===== src/hw/rtv_pkg.sv =====
// constants, field layouts and types shared by the time and alarm register block
package rtv_pkg;

	localparam int ADDR_W = 4;
	localparam int DATA_W = 8;

	// register offsets
	localparam logic [3:0] OFS_CLOCK_CFG = 4'h0;
	localparam logic [3:0] OFS_ALARM_CFG = 4'h1;
	localparam logic [3:0] OFS_TIME_WIN_HIGH = 4'h2;
	localparam logic [3:0] OFS_TIME_WIN_LOW = 4'h3;
	localparam logic [3:0] OFS_ALARM_WIN_HIGH = 4'h4;
	localparam logic [3:0] OFS_ALARM_WIN_LOW = 4'h5;
	localparam logic [3:0] OFS_UNLOCK_KEY = 4'h6;

	// clock_config_register and alarm config fields
	localparam int CFG_CLOCK_ENABLE_BIT = 7;
	localparam int CFG_WRITE_ENABLE_BIT = 5;
	localparam int PTR_LSB = 0;
	localparam int PTR_W = 2;

	localparam logic CTRL_BIT_RST = 1'h0;
	localparam logic [1:0] PTR_RST = 2'h0;
	localparam logic [1:0] PTR_ZERO = 2'h0;
	localparam logic [1:0] PTR_STEP = 2'h1;
	localparam logic [7:0] DATA_ZERO = 8'h00;

	// window pointer selections
	localparam logic [1:0] PTR_MIN_SEC = 2'h0;
	localparam logic [1:0] PTR_WEEKDAY_DIGIT_HOUR = 2'h1;
	localparam logic [1:0] PTR_MONTH_DAY = 2'h2;

	// unlock sequence
	localparam logic [7:0] KEY_FIRST = 8'h55;
	localparam logic [7:0] KEY_SECOND = 8'hAA;
	localparam int UNLOCK_WINDOW_CYC = 1;

	// bcd digit layout
	localparam int ONES_W = 4;
	localparam int ONES_LSB = 0;
	localparam int TENS_LSB = 4;
	localparam logic [3:0] ONES_MAX = 4'h9;
	localparam int HOUR_TENS_W = 2;
	localparam int HOUR_TENS_MAX = 2;
	localparam int HOUR_ONES_LAST = 3;
	localparam int MS_TENS_W = 3;
	localparam int MS_TENS_MAX = 5;
	localparam int MS_ONES_LAST = 9;

	// writable bits of each value register
	localparam logic [7:0] MASK_HOUR = 8'h3F;
	localparam logic [7:0] MASK_MIN_SEC = 8'h7F;
	localparam logic [7:0] MASK_MONTH = 8'h1F;
	localparam logic [7:0] MASK_DAY = 8'h3F;
	localparam logic [7:0] MASK_WEEKDAY_DIGIT = 8'h07;

	typedef enum logic [2:0] {
		RTV_FLD_HOUR,
		RTV_FLD_MIN_SEC,
		RTV_FLD_MONTH,
		RTV_FLD_DAY,
		RTV_FLD_WEEKDAY_DIGIT
	} rtv_field_t;

	function automatic logic [7:0] rtv_field_mask(input rtv_field_t kind, input logic [7:0] v);
		logic [7:0] m;
		m = DATA_ZERO;
		unique case (kind)
			RTV_FLD_HOUR: m = MASK_HOUR;
			RTV_FLD_MIN_SEC: m = MASK_MIN_SEC;
			RTV_FLD_MONTH: m = MASK_MONTH;
			RTV_FLD_DAY: m = MASK_DAY;
			RTV_FLD_WEEKDAY_DIGIT: m = MASK_WEEKDAY_DIGIT;
		endcase
		return v & m;
	endfunction : rtv_field_mask

endpackage : rtv_pkg


===== src/hw/rtv_bcd_pair.sv =====
// two-digit bcd counter with load, wrap point and carry out
`timescale 1ns/1ps
module rtv_bcd_pair #(
	parameter int TENS_W = 3,
	parameter int TENS_MAX = 5,
	parameter int ONES_LAST = 9
) (
	input wire logic sys_clk_i,
	input wire logic ce_i,
	input wire logic inc_i,
	input wire logic load_i,
	input wire logic [7:0] load_val_i,
	output logic [7:0] value_o,
	output logic carry_o
);
	localparam int PAD_W = 8 - rtv_pkg::ONES_W - TENS_W;
	localparam logic [TENS_W-1:0] TENS_LAST = TENS_W'(TENS_MAX);
	localparam logic [3:0] ONES_WRAP = 4'(ONES_LAST);
	localparam logic [TENS_W-1:0] TENS_ONE = TENS_W'(1);

	// no reset: contents stay undefined until software loads them
	logic [3:0] ones_reg;
	logic [TENS_W-1:0] tens_reg;
	logic [3:0] ones_next;
	logic [TENS_W-1:0] tens_next;

	wire ones_full = ones_reg >= rtv_pkg::ONES_MAX;
	wire at_last = (tens_reg == TENS_LAST) && (ones_reg == ONES_WRAP);
	wire do_inc = inc_i & ~load_i;

	assign carry_o = do_inc & at_last;
	assign value_o = {{PAD_W{1'b0}}, tens_reg, ones_reg};

	always_comb begin
		ones_next = ones_reg;
		tens_next = tens_reg;
		if (load_i) begin
			ones_next = load_val_i[rtv_pkg::ONES_LSB +: rtv_pkg::ONES_W];
			tens_next = load_val_i[rtv_pkg::TENS_LSB +: TENS_W];
		end else if (do_inc) begin
			if (at_last) begin
				ones_next = '0;
				tens_next = '0;
			end else if (ones_full) begin
				ones_next = '0;
				tens_next = tens_reg + TENS_ONE;
			end else begin
				ones_next = ones_reg + 4'h1;
			end
		end
	end

	always_ff @(posedge sys_clk_i) begin
		if (ce_i) begin
			ones_reg <= ones_next;
			tens_reg <= tens_next;
		end
	end

endmodule : rtv_bcd_pair


===== src/hw/rtv_time_alarm.sv =====
// current-time and alarm value registers with write lock and bcd counting
`timescale 1ns/1ps
module rtv_time_alarm #(
	parameter int ADDR_W = rtv_pkg::ADDR_W
) (
	input wire logic sys_clk_i,
	input wire logic rst_i,
	input wire logic ce_i,
	input wire logic [ADDR_W-1:0] addr_i,
	input wire logic [7:0] wdata_i,
	input wire logic wr_i,
	input wire logic rd_i,
	output logic [7:0] rdata_o,
	input wire logic sec_tick_i,
	output logic clock_enable_o,
	output logic timer_write_enable_o,
	output logic day_carry_o
);

	// bus decode
	wire hit_cfg = addr_i == ADDR_W'(rtv_pkg::OFS_CLOCK_CFG);
	wire hit_alcfg = addr_i == ADDR_W'(rtv_pkg::OFS_ALARM_CFG);
	wire hit_twh = addr_i == ADDR_W'(rtv_pkg::OFS_TIME_WIN_HIGH);
	wire hit_twl = addr_i == ADDR_W'(rtv_pkg::OFS_TIME_WIN_LOW);
	wire hit_awh = addr_i == ADDR_W'(rtv_pkg::OFS_ALARM_WIN_HIGH);
	wire hit_awl = addr_i == ADDR_W'(rtv_pkg::OFS_ALARM_WIN_LOW);
	wire hit_key = addr_i == ADDR_W'(rtv_pkg::OFS_UNLOCK_KEY);

	wire cfg_wr = wr_i & hit_cfg;
	wire alcfg_wr = wr_i & hit_alcfg;
	wire twh_wr = wr_i & hit_twh;
	wire twl_wr = wr_i & hit_twl;
	wire awh_wr = wr_i & hit_awh;
	wire awl_wr = wr_i & hit_awl;
	wire key_wr = wr_i & hit_key;
	wire twh_acc = (wr_i | rd_i) & hit_twh;
	wire awh_acc = (wr_i | rd_i) & hit_awh;

	// control state
	logic clock_enable_reg;
	logic timer_write_enable_reg;
	logic [1:0] time_ptr_reg;
	logic [1:0] alarm_ptr_reg;
	logic clock_enable_next;
	logic timer_write_enable_next;
	logic [1:0] time_ptr_next;
	logic [1:0] alarm_ptr_next;
	logic unlock_open;

	rtv_unlock u_unlock (
		.sys_clk_i(sys_clk_i),
		.rst_i(rst_i),
		.ce_i(ce_i),
		.key_wr_i(key_wr),
		.key_i(wdata_i),
		.open_o(unlock_open)
	);

	wire wren_req = wdata_i[rtv_pkg::CFG_WRITE_ENABLE_BIT];
	wire [1:0] ptr_wval = wdata_i[rtv_pkg::PTR_LSB +: rtv_pkg::PTR_W];

	always_comb begin
		clock_enable_next = clock_enable_reg;
		timer_write_enable_next = timer_write_enable_reg;
		time_ptr_next = time_ptr_reg;
		alarm_ptr_next = alarm_ptr_reg;
		if (cfg_wr) begin
			// clearing is always allowed; setting needs the open key window
			timer_write_enable_next = wren_req & (unlock_open | timer_write_enable_reg);
			if (timer_write_enable_reg)
				clock_enable_next = wdata_i[rtv_pkg::CFG_CLOCK_ENABLE_BIT];
			time_ptr_next = ptr_wval;
		end
		if (alcfg_wr)
			alarm_ptr_next = ptr_wval;
		if (twh_acc && time_ptr_reg != rtv_pkg::PTR_ZERO)
			time_ptr_next = time_ptr_reg - rtv_pkg::PTR_STEP;
		if (awh_acc && alarm_ptr_reg != rtv_pkg::PTR_ZERO)
			alarm_ptr_next = alarm_ptr_reg - rtv_pkg::PTR_STEP;
	end

	always_ff @(posedge sys_clk_i or posedge rst_i) begin
		if (rst_i) begin
			clock_enable_reg <= rtv_pkg::CTRL_BIT_RST;
			timer_write_enable_reg <= rtv_pkg::CTRL_BIT_RST;
			time_ptr_reg <= rtv_pkg::PTR_RST;
			alarm_ptr_reg <= rtv_pkg::PTR_RST;
		end else if (ce_i) begin
			clock_enable_reg <= clock_enable_next;
			timer_write_enable_reg <= timer_write_enable_next;
			time_ptr_reg <= time_ptr_next;
			alarm_ptr_reg <= alarm_ptr_next;
		end
	end

	assign clock_enable_o = clock_enable_reg;
	assign timer_write_enable_o = timer_write_enable_reg;

	// time window writes, all behind the lock
	wire twh_ok = twh_wr & timer_write_enable_reg;
	wire twl_ok = twl_wr & timer_write_enable_reg;
	wire tptr_ms = time_ptr_reg == rtv_pkg::PTR_MIN_SEC;
	wire tptr_wh = time_ptr_reg == rtv_pkg::PTR_WEEKDAY_DIGIT_HOUR;
	wire load_min = twh_ok & tptr_ms;
	wire load_sec = twl_ok & tptr_ms;
	wire load_hour = twl_ok & tptr_wh;

	wire [7:0] wval_hour = rtv_pkg::rtv_field_mask(rtv_pkg::RTV_FLD_HOUR, wdata_i);
	wire [7:0] wval_ms = rtv_pkg::rtv_field_mask(rtv_pkg::RTV_FLD_MIN_SEC, wdata_i);

	// counting chain; a load in the same cycle takes the place of the step
	wire tick_inc = sec_tick_i & clock_enable_reg;
	logic sec_carry;
	logic min_carry;
	logic hour_carry;
	logic [7:0] second_value;
	logic [7:0] minute_value;
	logic [7:0] hour_value;

	rtv_bcd_pair #(
		.TENS_W(rtv_pkg::MS_TENS_W),
		.TENS_MAX(rtv_pkg::MS_TENS_MAX),
		.ONES_LAST(rtv_pkg::MS_ONES_LAST)
	) u_second (
		.sys_clk_i(sys_clk_i),
		.ce_i(ce_i),
		.inc_i(tick_inc),
		.load_i(load_sec),
		.load_val_i(wval_ms),
		.value_o(second_value),
		.carry_o(sec_carry)
	);

	rtv_bcd_pair #(
		.TENS_W(rtv_pkg::MS_TENS_W),
		.TENS_MAX(rtv_pkg::MS_TENS_MAX),
		.ONES_LAST(rtv_pkg::MS_ONES_LAST)
	) u_minute (
		.sys_clk_i(sys_clk_i),
		.ce_i(ce_i),
		.inc_i(sec_carry),
		.load_i(load_min),
		.load_val_i(wval_ms),
		.value_o(minute_value),
		.carry_o(min_carry)
	);

	rtv_bcd_pair #(
		.TENS_W(rtv_pkg::HOUR_TENS_W),
		.TENS_MAX(rtv_pkg::HOUR_TENS_MAX),
		.ONES_LAST(rtv_pkg::HOUR_ONES_LAST)
	) u_hour (
		.sys_clk_i(sys_clk_i),
		.ce_i(ce_i),
		.inc_i(min_carry),
		.load_i(load_hour),
		.load_val_i(wval_hour),
		.value_o(hour_value),
		.carry_o(hour_carry)
	);

	// alarm window writes: minute and second are not locked
	wire aptr_ms = alarm_ptr_reg == rtv_pkg::PTR_MIN_SEC;
	wire aptr_wh = alarm_ptr_reg == rtv_pkg::PTR_WEEKDAY_DIGIT_HOUR;
	wire aptr_md = alarm_ptr_reg == rtv_pkg::PTR_MONTH_DAY;
	wire awr_min = awh_wr & aptr_ms;
	wire awr_sec = awl_wr & aptr_ms;
	wire awr_weekday_digit = awh_wr & aptr_wh & timer_write_enable_reg;
	wire awr_hour = awl_wr & aptr_wh & timer_write_enable_reg;
	wire awr_month = awh_wr & aptr_md & timer_write_enable_reg;
	wire awr_day = awl_wr & aptr_md & timer_write_enable_reg;

	// no reset on purpose: software initialises the alarm values
	logic [7:0] alarm_month_value_reg;
	logic [7:0] alarm_day_value_reg;
	logic [7:0] alarm_weekday_value_reg;
	logic [7:0] alarm_hour_value_reg;
	logic [7:0] alarm_minute_value_reg;
	logic [7:0] alarm_second_value_reg;

	always_ff @(posedge sys_clk_i) begin
		if (ce_i) begin
			if (awr_month)
				alarm_month_value_reg <= rtv_pkg::rtv_field_mask(rtv_pkg::RTV_FLD_MONTH, wdata_i);
			if (awr_day)
				alarm_day_value_reg <= rtv_pkg::rtv_field_mask(rtv_pkg::RTV_FLD_DAY, wdata_i);
			if (awr_weekday_digit)
				alarm_weekday_value_reg <= rtv_pkg::rtv_field_mask(rtv_pkg::RTV_FLD_WEEKDAY_DIGIT, wdata_i);
			if (awr_hour)
				alarm_hour_value_reg <= wval_hour;
			if (awr_min)
				alarm_minute_value_reg <= wval_ms;
			if (awr_sec)
				alarm_second_value_reg <= wval_ms;
		end
	end

	// read selection; unmapped slots and date fields held elsewhere read zero
	logic [7:0] rd_mux;
	logic [7:0] cfg_view;
	logic [7:0] alcfg_view;

	always_comb begin
		cfg_view = rtv_pkg::DATA_ZERO;
		cfg_view[rtv_pkg::CFG_CLOCK_ENABLE_BIT] = clock_enable_reg;
		cfg_view[rtv_pkg::CFG_WRITE_ENABLE_BIT] = timer_write_enable_reg;
		cfg_view[rtv_pkg::PTR_LSB +: rtv_pkg::PTR_W] = time_ptr_reg;
		alcfg_view = rtv_pkg::DATA_ZERO;
		alcfg_view[rtv_pkg::PTR_LSB +: rtv_pkg::PTR_W] = alarm_ptr_reg;
	end

	always_comb begin
		rd_mux = rtv_pkg::DATA_ZERO;
		if (hit_cfg)
			rd_mux = cfg_view;
		else if (hit_alcfg)
			rd_mux = alcfg_view;
		else if (hit_twh && tptr_ms)
			rd_mux = minute_value;
		else if (hit_twl && tptr_ms)
			rd_mux = second_value;
		else if (hit_twl && tptr_wh)
			rd_mux = hour_value;
		else if (hit_awh && aptr_ms)
			rd_mux = alarm_minute_value_reg;
		else if (hit_awh && aptr_wh)
			rd_mux = alarm_weekday_value_reg;
		else if (hit_awh && aptr_md)
			rd_mux = alarm_month_value_reg;
		else if (hit_awl && aptr_ms)
			rd_mux = alarm_second_value_reg;
		else if (hit_awl && aptr_wh)
			rd_mux = alarm_hour_value_reg;
		else if (hit_awl && aptr_md)
			rd_mux = alarm_day_value_reg;
	end

	// read data stand one cycle after the strobe and only then
	logic [7:0] rdata_reg;
	logic day_carry_reg;

	always_ff @(posedge sys_clk_i or posedge rst_i) begin
		if (rst_i) begin
			rdata_reg <= rtv_pkg::DATA_ZERO;
			day_carry_reg <= rtv_pkg::CTRL_BIT_RST;
		end else if (ce_i) begin
			rdata_reg <= rd_i ? rd_mux : rtv_pkg::DATA_ZERO;
			day_carry_reg <= hour_carry;
		end
	end

	assign rdata_o = rdata_reg;
	assign day_carry_o = day_carry_reg;

endmodule : rtv_time_alarm


===== src/hw/rtv_unlock.sv =====
// two-write key sequence that opens a short window for setting the write enable
`timescale 1ns/1ps
module rtv_unlock (
	input wire logic sys_clk_i,
	input wire logic rst_i,
	input wire logic ce_i,
	input wire logic key_wr_i,
	input wire logic [7:0] key_i,
	output logic open_o
);
	typedef enum logic [1:0] {RTV_UL_IDLE, RTV_UL_ARMED, RTV_UL_OPEN} rtv_ul_state_t;

	localparam int CNT_W = $clog2(rtv_pkg::UNLOCK_WINDOW_CYC + 1);
	localparam logic [CNT_W-1:0] WIN_LAST = CNT_W'(rtv_pkg::UNLOCK_WINDOW_CYC - 1);

	rtv_ul_state_t state_reg;
	rtv_ul_state_t state_next;
	logic [CNT_W-1:0] win_cnt_reg;
	logic [CNT_W-1:0] win_cnt_next;

	wire got_first = key_wr_i && (key_i == rtv_pkg::KEY_FIRST);
	wire got_second = key_wr_i && (key_i == rtv_pkg::KEY_SECOND);

	assign open_o = (state_reg == RTV_UL_OPEN);

	always_comb begin
		state_next = state_reg;
		win_cnt_next = win_cnt_reg;
		unique case (state_reg)
			RTV_UL_IDLE: begin
				if (got_first)
					state_next = RTV_UL_ARMED;
			end
			RTV_UL_ARMED: begin
				if (got_second) begin
					state_next = RTV_UL_OPEN;
					win_cnt_next = '0;
				end else if (!got_first && key_wr_i) begin
					state_next = RTV_UL_IDLE;
				end
			end
			RTV_UL_OPEN: begin
				// window is counted in clocks with ce_i high and closes whatever the bus does
				if (win_cnt_reg == WIN_LAST)
					state_next = got_first ? RTV_UL_ARMED : RTV_UL_IDLE;
				else
					win_cnt_next = win_cnt_reg + CNT_W'(1);
			end
		endcase
	end

	always_ff @(posedge sys_clk_i or posedge rst_i) begin
		if (rst_i) begin
			state_reg <= RTV_UL_IDLE;
			win_cnt_reg <= '0;
		end else if (ce_i) begin
			state_reg <= state_next;
			win_cnt_reg <= win_cnt_next;
		end
	end

endmodule : rtv_unlock


===== config.mk =====
export PLATFORM = sky130hd
export DESIGN_NAME = rtv_time_alarm
export DESIGN_NICKNAME = d
export VERILOG_FILES = /design/src/hw/rtv_pkg.sv /design/src/hw/rtv_bcd_pair.sv /design/src/hw/rtv_time_alarm.sv /design/src/hw/rtv_unlock.sv
export SDC_FILE = /design/constraint.sdc
export NUM_CORES = 1
export LEC_CHECK = 0
export ABC_CLOCK_PERIOD_IN_PS = 5300
export BUFFER_PORTS_ARGS = -buffer_cell sky130_fd_sc_hd__buf_2
export CAP_MARGIN = 20
export CORE_MARGIN = 4
export CORE_UTILIZATION = 40
export CTS_CLUSTER_SIZE = 10
export DETAILED_ROUTE_END_ITERATION = 8
export PLACE_DENSITY = 0.63
export SLEW_MARGIN = 20
export SYNTH_ARGS = -nofsm -noshare
export SYNTH_HDL_FRONTEND = slang
export SYNTH_SLANG_ARGS = --single-unit
export TNS_END_PERCENT = 5

===== constraint.sdc =====
create_clock -name sys_clk_i -period 5.3 [get_ports sys_clk_i]
set_input_delay 1.06 -clock sys_clk_i [delete_from_list [all_inputs] [get_ports sys_clk_i]]
set_output_delay 1.06 -clock sys_clk_i [all_outputs]
set_load 0.1 [all_outputs]

==> metrics.md <==
| Metric | Value |
|---|---|
| Post-CTS Setup Inserts | 0 |
| Grt ovf | 0 |
| Clock latency on the worst-skew pair | approximately 0.36 ns |
| Status | completed |
| Synth Instances | roughly 380 |
| # rows | 36 |
| P_leak | approximately 1.7 nW |
| Drt drc | 0 |
| Largest net degree at the start of global routing | 19 |
| Start of the worst register-to-register path | time_ptr_reg[0]$_DFFE_PP0P_ |
| Starting Density | around 41% |
| Max Cap Viol | 0 |
| Synthesized flop and latch total | a little over 70 |
| Io pins | 29 |
| Gpl congestion | roughly 0.93 |
| Post-Syn Area | ~4000 um2 |
| Die area | around 12,000 um2 |
| Relative slew slack | about half |
| Hold Path Class | flop to flop |
| Worst EP required | 5.40 ns |
| Die Y | roughly 110 um |
| Cell area power density | between 300 and 400 nW/um2 |
| Synth area leaders | edfxtp_1, dfrtp_1, ha_1, o21ai_0, nor2_1 |
| Fin util | around 46% |
| Buffers on Ports | 28 |
| Post-synthesis sequential area ratio | approximately 50% |
| TritonRoute pass-1 iters | 5 |
| DP HPWL | 7700 um |
| Worst-Margin Slew | 0.757 ns |
| P&R area growth vs syn | 11.1% |
| Post-synth EDFFs | between 50 and 60 |
| Drt total wl | 10,700 um |
| Power, Total | 1.38 mW |
| Final Hold Fails | 0 |
| Hold_sp | rdata_o[7]$_DFFE_PP0P_ |
| Clk buf depth | 2 |
| Largest fanout on the critical path | 16 |
| Vias in the first global route | about 3,000 |
| Vias per inst | 5.91 |
| CTS buffer count | 9 |
| Clock Skew | between 0.015 and 0.02 ns |
| # resized after CTS | 0 |
| CTS Root Cell | clkbuf_8 |
| Fin nets | roughly 440 |
| First-pass GRT wire length | ~17,000 um |
| Post-synth top flop | edfxtp_1 |
| Die width | between 100 and 150 um |
| CORE AREA | about 9800 um2 |
| Crit path launch type | input pin |
| Synth async-reset ratio | between 20% and 30% |
| Cts hold-fix bufs | 0 |
| Starting DRT DRC Count | ~240 |
| Final Cycle Share | between 60% and 70% |
| Most frequent cell after synthesis | edfxtp_1 |
| Max FFs per register | 8 |
| Yosys cell types | between 60 and 70 |
| Peak VDD IR | around 0.00013 V |
| Clk sink count | slightly above 70 |
| Average routed wire per standard cell | between 15 and 20 um |
| CP Class | input pin to flop |
| Antenna Nets Post-Route | 0 |
| RSZ-0062 raised after global routing | false |
| Top-area cell type share of the netlist area | roughly two fifths |
| Syn avg cell area | 10.7 um2 |
| Fraction of layout cells with a size suffix above 1 | between 10 and 15% |
| Crit path DAT | approximately 3.3 ns |
| Setup-failing EPs final | 0 |
| Setup TNS | 0 ns |
| # diodes | 0 |
| Final-report max-slew violation count | 0 |
| CTS tree | done |
| Synth Warn # | 0 |
| Fmax | around 310 MHz |
| Leading area contributor after synthesis | edfxtp_1 |
| Setup crit end kind | flop |
| Synth cell count leaders | edfxtp_1, nor2_1, nand2_1 |
| Critical Path Source | addr_i[3] |
| H-tree depth | 3 |
| Mapped Nets | between 400 and 500 |
| Fin crit period | between 3 and 4 ns |
| Reg clk slew, reported paths | 0.07 ns |
| Total Routing Usage GR | between 10% and 20% |
| Antenna violations before repair | 0 |
| Vias | 3,193 |
[layout make-up]
class	count	area, um2
fillers	935	5320
flip-flops and latches	71	2050
multi-input cells	265	1830
well taps	133	166
repair buffers	29	148
clock buffers	10	128
inverters	26	97.6
clock inverters	6	85.1
[path summary, 6_finish.rpt]
kind / cells after the start / end / slack (ns)
worst max-delay path: 7 / u_minute.tens_reg[1]$_DFFE_PP_ / 2.11
worst min-delay path: 1 / rdata_o[7]$_DFFE_PP0P_ / 0.52
worst max register to register: 7 / u_minute.tens_reg[1]$_DFFE_PP_ / 2.71
worst min register to register: 1 / rdata_o[7]$_DFFE_PP0P_ / 0.52
max in group asynchronous: 2 / day_carry_o$_DFFE_PP0P_ / 3.99
min in group asynchronous: 2 / alarm_ptr_reg[1]$_DFFE_PP0P_ / 0.82
[through the flow]
step	hold slack (ns)	area [um2]	cells	setup WS, ns
floorplan	0.481	4050	377	2.56
global placement	0.494	4290	524	1.89
detailed placement	0.507	4290	524	1.81
CTS	0.530	4500	540	2.18
global route	0.547	4500	540	1.90
finish	0.521	4500	540	2.11
[metal layers]
metal / part of all wire (%) / vias up / GRT usage (%)
met3: 6.8 / 16 / 3.94
met1: 46 / 1570 / 27.9
met5: 0 / - / 0
met4: 2.2 / 0 / 7.12
met2: 45 / 131 / 28.7
li1: - / 1476 / -
[power breakdown]
group / leakage, nW / switching [mW] / internal [mW]
combinational: 0.901 / 0.179 / 0.0851
sequential: 0.711 / 0.0252 / 0.620
clock: 0.104 / 0.205 / 0.263
[kinds of logic after synthesis]
family | after synthesis | synth area share, %
buffers and inverters | 41 | 4.30
and+or+nand+nor | 127 | 17.9
muxes | 5 | 1.30
AOI/OAI and AO/OA | 105 | 17.9
xor gates and xnor gates | 7 | 1.51
adders and majority gates | 21 | 6.49
DFF | 71 | 50.6
[layout by cell type (no fill, tap or decap), types with 5 or more instances in the layout]
cell	instances
a21oi_1	12
a221oi_1	7
a22oi_1	8
and3_1	7
buf_2	28
clkbuf_8	9
dfrtp_1	17
edfxtp_1	54
ha_1	21
inv_1	26
nand2_1	27
nand3_1	11
nor2_1	28
nor2b_1	5
nor3_1	15
o21ai_0	26
o22ai_1	5
o31ai_1	10
xnor2_1	5
[critical path, cell delays in order]
cell and delay [ns]:
buf_2 0.16, nor2_1 0.56, nand4_2 0.36, nor2_2 0.59
nor2_1 0.09, o21a_1 0.27, nor2b_1 0.20
Power figures use the tool's default switching activity.
